<file path="src/shared/wdog_pkg.sv">
// constants, types and register map for the windowed watchdog
package wdog_pkg;
  localparam int unsigned CLK_HZ = 125_000_000;
  localparam int unsigned LS_HZ = 32_768;
  localparam int unsigned LS_DIV = CLK_HZ / LS_HZ;
  localparam int CNT_W = 18;
  localparam logic [7:0] OFS_CTRL = 8'h00;
  localparam logic [7:0] OFS_CLEAR = 8'h04;
  localparam logic [7:0] OFS_COUNT = 8'h08;
  localparam logic [7:0] OFS_STATUS = 8'h0c;
  localparam logic [7:0] CLR_KEY = 8'h5a;
  localparam int CTRL_SEL_LSB = 0;
  localparam int CTRL_WIN_EN = 3;
  localparam int CTRL_WIN_75 = 4;
  localparam int CTRL_HALT_RUN = 5;
  localparam int ST_NMI = 0;
  localparam int ST_RST_OVF = 1;
  localparam int ST_RST_INV = 2;
  localparam int ST_ENABLED = 3;
  localparam logic [1:0] RESP_OKAY = 2'b00;
  localparam logic [1:0] RESP_SLVERR = 2'b10;
  // overflow periods in low-speed ticks: 7.8,15.6,31.3,62.5,125,500,2000,8000 ms
  localparam logic [CNT_W-1:0] PERIOD_TICKS [8] = '{
    18'h00100, 18'h00200, 18'h00400, 18'h00800,
    18'h01000, 18'h04000, 18'h10000, 18'h3ffff};
  typedef struct packed {
    logic halt_run;
    logic win_75;
    logic win_en;
    logic [2:0] sel;
  } ctrl_s;
  localparam ctrl_s CTRL_RST = '{halt_run: 1'b0, win_75: 1'b0,
                                 win_en: 1'b0, sel: 3'h7};
  typedef enum logic [1:0] {
    ST_RUN = 2'b01,
    ST_WARNED = 2'b10
  } stage_e;
endpackage

</file>
<file path="src/core/wdog_tick.sv">
// divider making the low-speed count enable pulse
`timescale 1ns/1ns
module wdog_tick #(
  parameter int unsigned DIV = wdog_pkg::LS_DIV
) (
  input wire logic aclk,
  input wire logic aresetn,
  output logic tick
);
  logic [11:0] div_ff;
  logic [11:0] nxt_div;
  logic hit;

  assign hit = (div_ff == 12'(DIV - 1));
  assign tick = hit;

  always_comb begin
    nxt_div = hit ? 12'h000 : div_ff + 12'h001;
  end

  always_ff @(posedge aclk) begin
    if (!aresetn) begin
      div_ff <= 12'h000;
    end else begin
      div_ff <= nxt_div;
    end
  end
endmodule

</file>
<file path="src/core/windowed_watchdog_timer.sv">
// windowed watchdog with axi4-lite register access
`timescale 1ns/1ns
module windowed_watchdog_timer #(
  parameter int unsigned TICK_DIV = wdog_pkg::LS_DIV
) (
  input wire logic aclk,
  input wire logic aresetn,
  input wire logic [7:0] s_axi_awaddr,
  input wire logic s_axi_awvalid,
  output logic s_axi_awready,
  input wire logic [31:0] s_axi_wdata,
  input wire logic [3:0] s_axi_wstrb,
  input wire logic s_axi_wvalid,
  output logic s_axi_wready,
  output logic [1:0] s_axi_bresp,
  output logic s_axi_bvalid,
  input wire logic s_axi_bready,
  input wire logic [7:0] s_axi_araddr,
  input wire logic s_axi_arvalid,
  output logic s_axi_arready,
  output logic [31:0] s_axi_rdata,
  output logic [1:0] s_axi_rresp,
  output logic s_axi_rvalid,
  input wire logic s_axi_rready,
  input wire logic code_opt_en,
  input wire logic halt_mode,
  output logic nmi_req,
  output logic sys_reset_req
);
  logic tick;
  // synchronisers for pin inputs
  logic opt_s1_ff, opt_s2_ff, halt_s1_ff, halt_s2_ff;
  // option latch
  logic loaded_ff, nxt_loaded, enabled_ff, nxt_enabled;
  // registers and counter
  wdog_pkg::ctrl_s ctrl_ff, nxt_ctrl;
  logic [wdog_pkg::CNT_W-1:0] cnt_ff, nxt_cnt;
  wdog_pkg::stage_e stage_ff, nxt_stage;
  logic [2:0] status_ff, nxt_status;
  logic rst_ff, nxt_rst;
  // bus state
  logic aw_got_ff, nxt_aw_got, w_got_ff, nxt_w_got;
  logic [7:0] waddr_ff, nxt_waddr;
  logic [31:0] wdata_ff, nxt_wdata;
  logic [3:0] wstrb_ff, nxt_wstrb;
  logic bvalid_ff, nxt_bvalid;
  logic [1:0] bresp_ff, nxt_bresp;
  logic rvalid_ff, nxt_rvalid;
  logic [31:0] rdata_ff, nxt_rdata;
  logic [1:0] rresp_ff, nxt_rresp;
  // helpers
  logic [wdog_pkg::CNT_W-1:0] period, win_start;
  logic do_write, clear_wr, counting, overflow, in_window;

  wdog_tick #(.DIV(TICK_DIV)) u_tick (
    .aclk(aclk),
    .aresetn(aresetn),
    .tick(tick)
  );

  assign s_axi_awready = !aw_got_ff && !bvalid_ff;
  assign s_axi_wready = !w_got_ff && !bvalid_ff;
  assign s_axi_arready = !rvalid_ff;
  assign s_axi_bvalid = bvalid_ff;
  assign s_axi_bresp = bresp_ff;
  assign s_axi_rvalid = rvalid_ff;
  assign s_axi_rdata = rdata_ff;
  assign s_axi_rresp = rresp_ff;
  // no mask stage: level straight from the stage register
  assign nmi_req = (stage_ff == wdog_pkg::ST_WARNED);
  assign sys_reset_req = rst_ff;

  assign period = wdog_pkg::PERIOD_TICKS[ctrl_ff.sel];
  // permitted part sits at the end of the period
  assign win_start = ctrl_ff.win_75 ? (period >> 2) : (period >> 1);
  assign in_window = !ctrl_ff.win_en || (cnt_ff >= win_start);
  assign do_write = aw_got_ff && w_got_ff && !bvalid_ff;
  assign clear_wr = do_write && (waddr_ff == wdog_pkg::OFS_CLEAR) &&
                    wstrb_ff[0] && (wdata_ff[7:0] == wdog_pkg::CLR_KEY);
  assign counting = enabled_ff && tick &&
                    (!halt_s2_ff || ctrl_ff.halt_run);
  assign overflow = counting && (cnt_ff == period - 1'b1);

  always_comb begin
    nxt_loaded = 1'b1;
    // option is a start-up strap, later changes ignored
    nxt_enabled = loaded_ff ? enabled_ff : opt_s2_ff;
    nxt_ctrl = ctrl_ff;
    nxt_cnt = cnt_ff;
    nxt_stage = stage_ff;
    nxt_status = status_ff;
    nxt_rst = 1'b0;
    nxt_aw_got = aw_got_ff;
    nxt_w_got = w_got_ff;
    nxt_waddr = waddr_ff;
    nxt_wdata = wdata_ff;
    nxt_wstrb = wstrb_ff;
    nxt_bvalid = bvalid_ff;
    nxt_bresp = bresp_ff;
    nxt_rvalid = rvalid_ff;
    nxt_rdata = rdata_ff;
    nxt_rresp = rresp_ff;

    if (s_axi_awvalid && s_axi_awready) begin
      nxt_aw_got = 1'b1;
      nxt_waddr = s_axi_awaddr;
    end
    if (s_axi_wvalid && s_axi_wready) begin
      nxt_w_got = 1'b1;
      nxt_wdata = s_axi_wdata;
      nxt_wstrb = s_axi_wstrb;
    end
    if (do_write) begin
      nxt_aw_got = 1'b0;
      nxt_w_got = 1'b0;
      nxt_bvalid = 1'b1;
      nxt_bresp = wdog_pkg::RESP_OKAY;
      case ({waddr_ff[7:2], 2'b00})
        wdog_pkg::OFS_CTRL: begin
          if (wstrb_ff[0]) begin
            nxt_ctrl = wdog_pkg::ctrl_s'(wdata_ff[5:0]);
          end
        end
        wdog_pkg::OFS_CLEAR: begin
        end
        wdog_pkg::OFS_STATUS: begin
          if (wstrb_ff[0]) begin
            nxt_status = status_ff & ~wdata_ff[2:0];
          end
        end
        default: begin
          nxt_bresp = wdog_pkg::RESP_SLVERR;
        end
      endcase
    end
    if (bvalid_ff && s_axi_bready) begin
      nxt_bvalid = 1'b0;
    end

    if (s_axi_arvalid && s_axi_arready) begin
      nxt_rvalid = 1'b1;
      nxt_rresp = wdog_pkg::RESP_OKAY;
      nxt_rdata = 32'h0000_0000;
      case ({s_axi_araddr[7:2], 2'b00})
        wdog_pkg::OFS_CTRL: nxt_rdata[5:0] = 6'(ctrl_ff);
        wdog_pkg::OFS_CLEAR: nxt_rdata = 32'h0000_0000;
        wdog_pkg::OFS_COUNT: nxt_rdata[wdog_pkg::CNT_W-1:0] = cnt_ff;
        wdog_pkg::OFS_STATUS: begin
          nxt_rdata[2:0] = status_ff;
          nxt_rdata[wdog_pkg::ST_NMI] = nmi_req;
          nxt_rdata[wdog_pkg::ST_ENABLED] = enabled_ff;
        end
        default: nxt_rresp = wdog_pkg::RESP_SLVERR;
      endcase
    end
    if (rvalid_ff && s_axi_rready) begin
      nxt_rvalid = 1'b0;
    end

    if (counting) begin
      nxt_cnt = cnt_ff + 1'b1;
    end
    if (clear_wr && enabled_ff) begin
      if (in_window) begin
        nxt_cnt = '0;
        nxt_stage = wdog_pkg::ST_RUN;
      end else begin
        nxt_cnt = '0;
        nxt_stage = wdog_pkg::ST_RUN;
        nxt_rst = 1'b1;
        nxt_status[wdog_pkg::ST_RST_INV] = 1'b1;
      end
    end else if (overflow) begin
      nxt_cnt = '0;
      case (stage_ff)
        wdog_pkg::ST_RUN: begin
          if (ctrl_ff.win_en) begin
            nxt_rst = 1'b1;
            nxt_status[wdog_pkg::ST_RST_OVF] = 1'b1;
          end else begin
            nxt_stage = wdog_pkg::ST_WARNED;
          end
        end
        wdog_pkg::ST_WARNED: begin
          nxt_stage = wdog_pkg::ST_RUN;
          nxt_rst = 1'b1;
          nxt_status[wdog_pkg::ST_RST_OVF] = 1'b1;
        end
        default: nxt_stage = wdog_pkg::ST_RUN;
      endcase
    end
    // bit 0 of status mirrors the nmi level, no stored copy
    nxt_status[wdog_pkg::ST_NMI] = 1'b0;
  end

  always_ff @(posedge aclk) begin
    opt_s1_ff <= code_opt_en;
    opt_s2_ff <= opt_s1_ff;
    halt_s1_ff <= halt_mode;
    halt_s2_ff <= halt_s1_ff;
    if (!aresetn) begin
      loaded_ff <= 1'b0;
      enabled_ff <= 1'b0;
      ctrl_ff <= wdog_pkg::CTRL_RST;
      cnt_ff <= '0;
      stage_ff <= wdog_pkg::ST_RUN;
      status_ff <= 3'h0;
      rst_ff <= 1'b0;
      aw_got_ff <= 1'b0;
      w_got_ff <= 1'b0;
      waddr_ff <= 8'h00;
      wdata_ff <= 32'h0000_0000;
      wstrb_ff <= 4'h0;
      bvalid_ff <= 1'b0;
      bresp_ff <= 2'h0;
      rvalid_ff <= 1'b0;
      rdata_ff <= 32'h0000_0000;
      rresp_ff <= 2'h0;
    end else begin
      // strap sampled once sync chain has settled
      loaded_ff <= nxt_loaded;
      enabled_ff <= nxt_enabled;
      ctrl_ff <= nxt_ctrl;
      cnt_ff <= nxt_cnt;
      stage_ff <= nxt_stage;
      status_ff <= nxt_status;
      rst_ff <= nxt_rst;
      aw_got_ff <= nxt_aw_got;
      w_got_ff <= nxt_w_got;
      waddr_ff <= nxt_waddr;
      wdata_ff <= nxt_wdata;
      wstrb_ff <= nxt_wstrb;
      bvalid_ff <= nxt_bvalid;
      bresp_ff <= nxt_bresp;
      rvalid_ff <= nxt_rvalid;
      rdata_ff <= nxt_rdata;
      rresp_ff <= nxt_rresp;
    end
  end
endmodule

</file>
<file path="config.mk">
export PLATFORM = sky130hd
export DESIGN_NAME = windowed_watchdog_timer
export DESIGN_NICKNAME = d
export VERILOG_FILES = /design/src/shared/wdog_pkg.sv /design/src/core/wdog_tick.sv /design/src/core/windowed_watchdog_timer.sv
export SDC_FILE = /design/constraint.sdc
export NUM_CORES = 1
export LEC_CHECK = 0
export BUFFER_PORTS_ARGS = -buffer_cell sky130_fd_sc_hd__buf_4
export CORE_ASPECT_RATIO = 1.25
export CORE_UTILIZATION = 33
export CTS_CLUSTER_SIZE = 14
export DETAILED_ROUTE_END_ITERATION = 10
export PLACE_DENSITY = 0.62
export RECOVER_POWER = 50
export SYNTH_ARGS = -nofsm -noshare
export SYNTH_HDL_FRONTEND = slang
export SYNTH_SLANG_ARGS = --single-unit
</file>
<file path="constraint.sdc">
create_clock -name aclk -period 5.4 [get_ports aclk]
set_input_delay 0.54 -clock aclk [delete_from_list [all_inputs] [get_ports aclk]]
set_output_delay 0.54 -clock aclk [all_outputs]
set_load 0.005 [all_outputs]
</file>
Yosys cells after proc, flatten, opt, wreduce, memory -nomap -nowiden
Memories as Yosys holds them, arrays and structs flattened.
Cells that the tools add are included.

cells by class
  $add $sub $neg = 3
  $lt $le $gt $ge = 2
  eq/ne operators = 12
  mux-type cells = 25
  bitwise logic cells = 4
  reduce and logical (&&, ||, !) cells = 36

operators by type and width
  operator               count
  $mux 18                2
  $add 18x1->18 const B  1
  $eq 18x18->1           1
  $eq 6x2->1 const B     3
  $ge 18x17->1           1
  $sub 18x1->18 const B  1
  $mux 17                1
  $logic_and 1x1->1      16
  $add 12x1->12 const B  1
  $eq 12x12->1 const B   1
  $eq 6x1->1 const B     2
  $logic_not 6->1        2
  $mux 12                1
  $pmux 4 s3             1
  $mux 1                 10
  $reduce_or 2->1        5
  $mux 3                 3
  $eq 8x3->1 const B     1
  $eq 8x7->1 const B     1
  $mux 2                 4
  $logic_not 1->1        6
  $reduce_or 3->1        2
  $ge 4x4->1 const B     1
  $not 3->4              1
  other kinds (12)       14

word-level totals
  register bits = 91
  memory bits (read-only) = 144
  input port bits = 61
  output and inout port bits = 43
  logic and storage cells = 109
  memories kept = 1

memories
  name              words  bits a word  rd ports  clocked after memory_dff  wr ports  line                           source
  (name not given)  8      18           1         0                         0         windowed_watchdog_timer.sv:73  assign period = wdog_pkg::PERIOD_TICKS[ctrl_ff.sel];

Longest topological paths before layout
  depth in word-level cells = 9
  mapped depth = 14
  depth with buffers taken out = 12

By module
A second synthesis with hierarchy kept.

unflattened totals
  cell total of the unflattened synthesis = 562
  area total of the unflattened synthesis = 4829.6 um^2

modules (own cells, without submodules)
  module                   instances  cells each  area an instance (um^2)  sequential area each (um^2)
  windowed_watchdog_timer  1          501         4262.8                   1521.5
  wdog_tick                1          61          566.8                    240.2

Worst setup path after synthesis
No wires, ideal clock.

  path kind = register to register
  start = register ctrl_ff[0] (netlist name)
  end = register cnt_ff[10] (netlist name)
  library setup time = 115 ps
  arrival time = 3010 ps
  required time = 5285 ps
  setup slack = 2276 ps
  stages on the path, launching flop included = 15
  buffers on the path = 2
  period minus slack after synthesis = 3124 ps
  cell sequence = dfxtp_1 ha_1 buf_2 nand2_1 inv_1 nor2_1 ha_1 nor2b_4 and2_1 or3_4 a2111oi_4 nand4_4 nand2_4 buf_6 nor2_1

on the way
  cells in the longest elaborated chain, start to end = 8

RTL lines
  what                                         line                            source
  start, declared                              windowed_watchdog_timer.sv:36   wdog_pkg::ctrl_s ctrl_ff, nxt_ctrl;
  start signal, assigned                       windowed_watchdog_timer.sv:204  ctrl_ff <= wdog_pkg::CTRL_RST;
  start signal, assigned                       windowed_watchdog_timer.sv:223  ctrl_ff <= nxt_ctrl;
  $not 3->4 (implied by the code)              windowed_watchdog_timer.sv:73
  $mem_v2 8x18                                 n/a
  $mux 18 (implied by the code) (2 in series)  windowed_watchdog_timer.sv:73
  $sub 18x1->18                                windowed_watchdog_timer.sv:82   assign overflow = counting && (cnt_ff == period - 1'b1);
  $eq 18x18->1                                 windowed_watchdog_timer.sv:82
  $logic_and 1x1->1                            windowed_watchdog_timer.sv:82
  $reduce_or 3->1 (no source line)             n/a
  end signal, assigned                         windowed_watchdog_timer.sv:224  cnt_ff <= nxt_cnt;
  end, declared                                windowed_watchdog_timer.sv:37   logic [wdog_pkg::CNT_W-1:0] cnt_ff, nxt_cnt;

Every way passes these cells. The select of a mux whose other input is x is not followed.
A chain may end at the register's enable or synchronous reset.

Worst setup path in the final report
  start = register ctrl_ff[0] (netlist name)
  end = register cnt_ff[13] (netlist name)

The elaborated chain is that of the path after synthesis.

==> impl_metrics.env <==
export IMPL_ys_seq_area_share_pct=37.4
export IMPL_pre_cts_slack_ns=1.67
export IMPL_hold_depth=1
export IMPL_coreArea_um2=13900
export IMPL_drt_wirelength_per_cell_um=13.5
export IMPL_worstHoldPathType="in2reg"
export IMPL_area_delta_synth_final_pct=18.5
export IMPL_slowest_stage="dfxtp_1"
export IMPL_place_gp_congestion=0.856
export IMPL_synth_warnings=0
export IMPL_fillCellCount=1401
export IMPL_multi_input_area_um2=2740
export IMPL_first_iter_violations=218
export IMPL_arrival_ns=4.03
export IMPL_die_x_um=109
export IMPL_synth_compound_area_share_pct=13.2
export IMPL_cts_buffer_depth=2
export IMPL_power_leakage_nw=2.35
export IMPL_synthXorXnorAreaFrac_pct=6.32
export IMPL_drc=0
export IMPL_clk_pin_slew_ns=0.07
export IMPL_critPathTopFamily="simple AND/OR/NAND/NOR gates"
export IMPL_dpl_hpwl_mm=7.81
export IMPL_postRouteAntennaNets=0
export IMPL_cts_resized=0
export IMPL_crit_chain="ha_1 > nand2_1 > inv_1 > nor2_1 > ha_1 > xnor2_1 > nor4b_1 > nand3_1 > a2111oi_4 > nand4_4 > nand2_4 > nor2_1"
export IMPL_viasPerCell=4.90
export IMPL_min_period_ns=3.81
export IMPL_cap_violations=1
export IMPL_fin_ws_ns=1.59
export IMPL_yosysTopAreaCell="dfxtp_1"
export IMPL_synthArstFlopShare_pct=0
export IMPL_synth_top_family_by_area="simple AND/OR/NAND/NOR gates"
export IMPL_hold_buffers=0
export IMPL_grt_overflow=0
export IMPL_worstMarginPinSlew_ns=1.99
export IMPL_grt_pass1_wl_mm=17.6
export IMPL_clock_root_buffer="clkbuf_16"
export IMPL_synth_fa_ha_area_share_pct=7.18
export IMPL_syn_inst=546
export IMPL_synth_edf_count=0
export IMPL_path_buf_inv=1
export IMPL_clock_skew_ns=0.00886
export IMPL_yosysMostFrequentCell="dfxtp_1"
export IMPL_p_per_area_nw_per_um2=278
export IMPL_fmax_mhz=263
export IMPL_whs_ns=0.320
export IMPL_regArea_um2=1760
export IMPL_antenna_cells=0
export IMPL_synthMuxAreaShare_pct=3.67
export IMPL_required_ns=5.63
export IMPL_ioPinCount=104
export IMPL_cp_end_kind="flop"
export IMPL_path_depth=12
export IMPL_status="finished with violations"
export IMPL_critical_path_class="reg2reg"
export IMPL_grt_util_all_layers_pct=15.2
export IMPL_syn_cell_area_um2=4710
export IMPL_portBuffers=58
export IMPL_grt_max_degree=55
export IMPL_cts_setup_buffers=0
export IMPL_ir_worst_vdd_mv=0.232
export IMPL_antenna_found_initial=0
export IMPL_yosys_area_top_type_share_pct=37.4
export IMPL_grt_pass1_vias=3734
export IMPL_num_rows=48
export IMPL_ctsHtreeMaxLevel=3
export IMPL_start_util_pct=33.9
export IMPL_rsz0062_at_grt="false"
export IMPL_finalSetupViolCount=0
export IMPL_cts_tree="built"
export IMPL_synth_simple_area_share_pct=26.6
export IMPL_cp_start_kind="flop"
export IMPL_nets=685
export IMPL_clock_latency_ns=0.35
export IMPL_clock_sinks=88
export IMPL_cp_max_fo=18
export IMPL_ys_types=54
export IMPL_die_area_um2=14800
export IMPL_ys_top_cells_by_count="88 x dfxtp_1, 61 x nand2_1, 56 x nor2_1"
export IMPL_num_vias=3809
export IMPL_setup_tns_ns=0
export IMPL_violations="capacitance limit, slew limit"
export IMPL_ys_seq_elements=88
export IMPL_cpPeakStageDelay_ns=0.59
export IMPL_fin_cells=777
export IMPL_drive_above_1_share_pct=13.6
export IMPL_first_pass_iters=4
export IMPL_synth_avg_cell_area_um2=8.62
export IMPL_r2r_cells=12
export IMPL_wl_mm=10.5
export IMPL_finalMaxSlewViolations=55
export IMPL_maxSlewHeadroom_pct=-32.6
export IMPL_synth_area_leaders="dfxtp_1 37%, ha_1 7.2%, nand2_1 4.9%, nor2_1 4.5%, xor2_1 4.3%"
export IMPL_finish_utilization_pct=40.2
export IMPL_ys_flop_type="dfxtp_1"
export IMPL_post_route_period_util_pct=70.5
export IMPL_dp_cells=761
export IMPL_hold_violations=0
export IMPL_cts_buffers=9
export IMPL_dieHeight_um=136
power breakdown:
part	leakage [nW]	total, mW	switching (mW)	internal [mW]
sequential	0.715	0.679	0.0127	0.666
clock	0.183	0.780	0.274	0.506
combinational	1.46	0.0942	0.0508	0.0434
through the flow:
step	instance area [um2]	total power [mW]
floorplan	4760	0.757
global placement	5230	0.785
detailed placement	5230	0.789
CTS	5600	1.57
global route	5580	1.62
finish	5580	1.55
cells by family after synthesis:
family	count (synthesis)
mux	17
compound gates	91
buf+inv	50
other cells	1
simple gates	238
flops	88
xor+xnor	34
fa+ha+maj	27
state kept, by name, indices dropped and copies added (netlist names):
signal         flops
sys_reset_req      1
u_tick.div_ff     12
halt_s1_ff         1
aw_got_ff          1
ctrl_ff            6
enabled_ff         1
wdata_ff           8
stage_ff           2
s_axi_rdata       18
cnt_ff            18
loaded_ff          1
s_axi_bvalid       1
wstrb_ff           1
opt_s2_ff          1
s_axi_bresp        1
opt_s1_ff          1
s_axi_rvalid       1
waddr_ff           8
w_got_ff           1
halt_s2_ff         1
status_ff          2
s_axi_rresp        1
layer usage:
layer	GRT usage (%)	part of all wire, %	vias up
met5	0	0	-
met1	18.9	46	1740
met4	4.28	1.6	0
li1	-	-	1970
met3	4.43	3.6	16
met2	25.4	49	83
area by class of cell:
type                            instances  area share, %
Clock inverter                          7           2.67
Timing Repair Buffer                   60           7.67
Inverter                               15           1.01
Clock buffer                            9           4.03
Multi-Input combinational cell        423           49.1
Sequential cell                        88           31.6
Tap cell                              175           3.92
path summary, 6_finish.rpt:
kind | start | endpoint | slack [ns]
min | halt_mode | halt_s1_ff | 0.32
max reg2reg | ctrl_ff[0] | cnt_ff[13] | 1.59
min reg2reg | opt_s1_ff | opt_s2_ff | 0.33
max | ctrl_ff[0] | cnt_ff[13] | 1.59
cells in the final DEF, fill, tap and decap left out, types with 15 or more instances in the layout:
cell type and instances:
conb_1 16, mux2i_1 15, ha_1 27, nor2_1 56, a22oi_1 16, clkbuf_4 21, dfxtp_1 88, xor2_1 23
nand3_1 19, nand2_1 61, buf_4 33, o21ai_0 22, nor2b_1 29, a21boi_0 17, inv_1 15
Note: power is estimated with default switching activity, not from simulation.
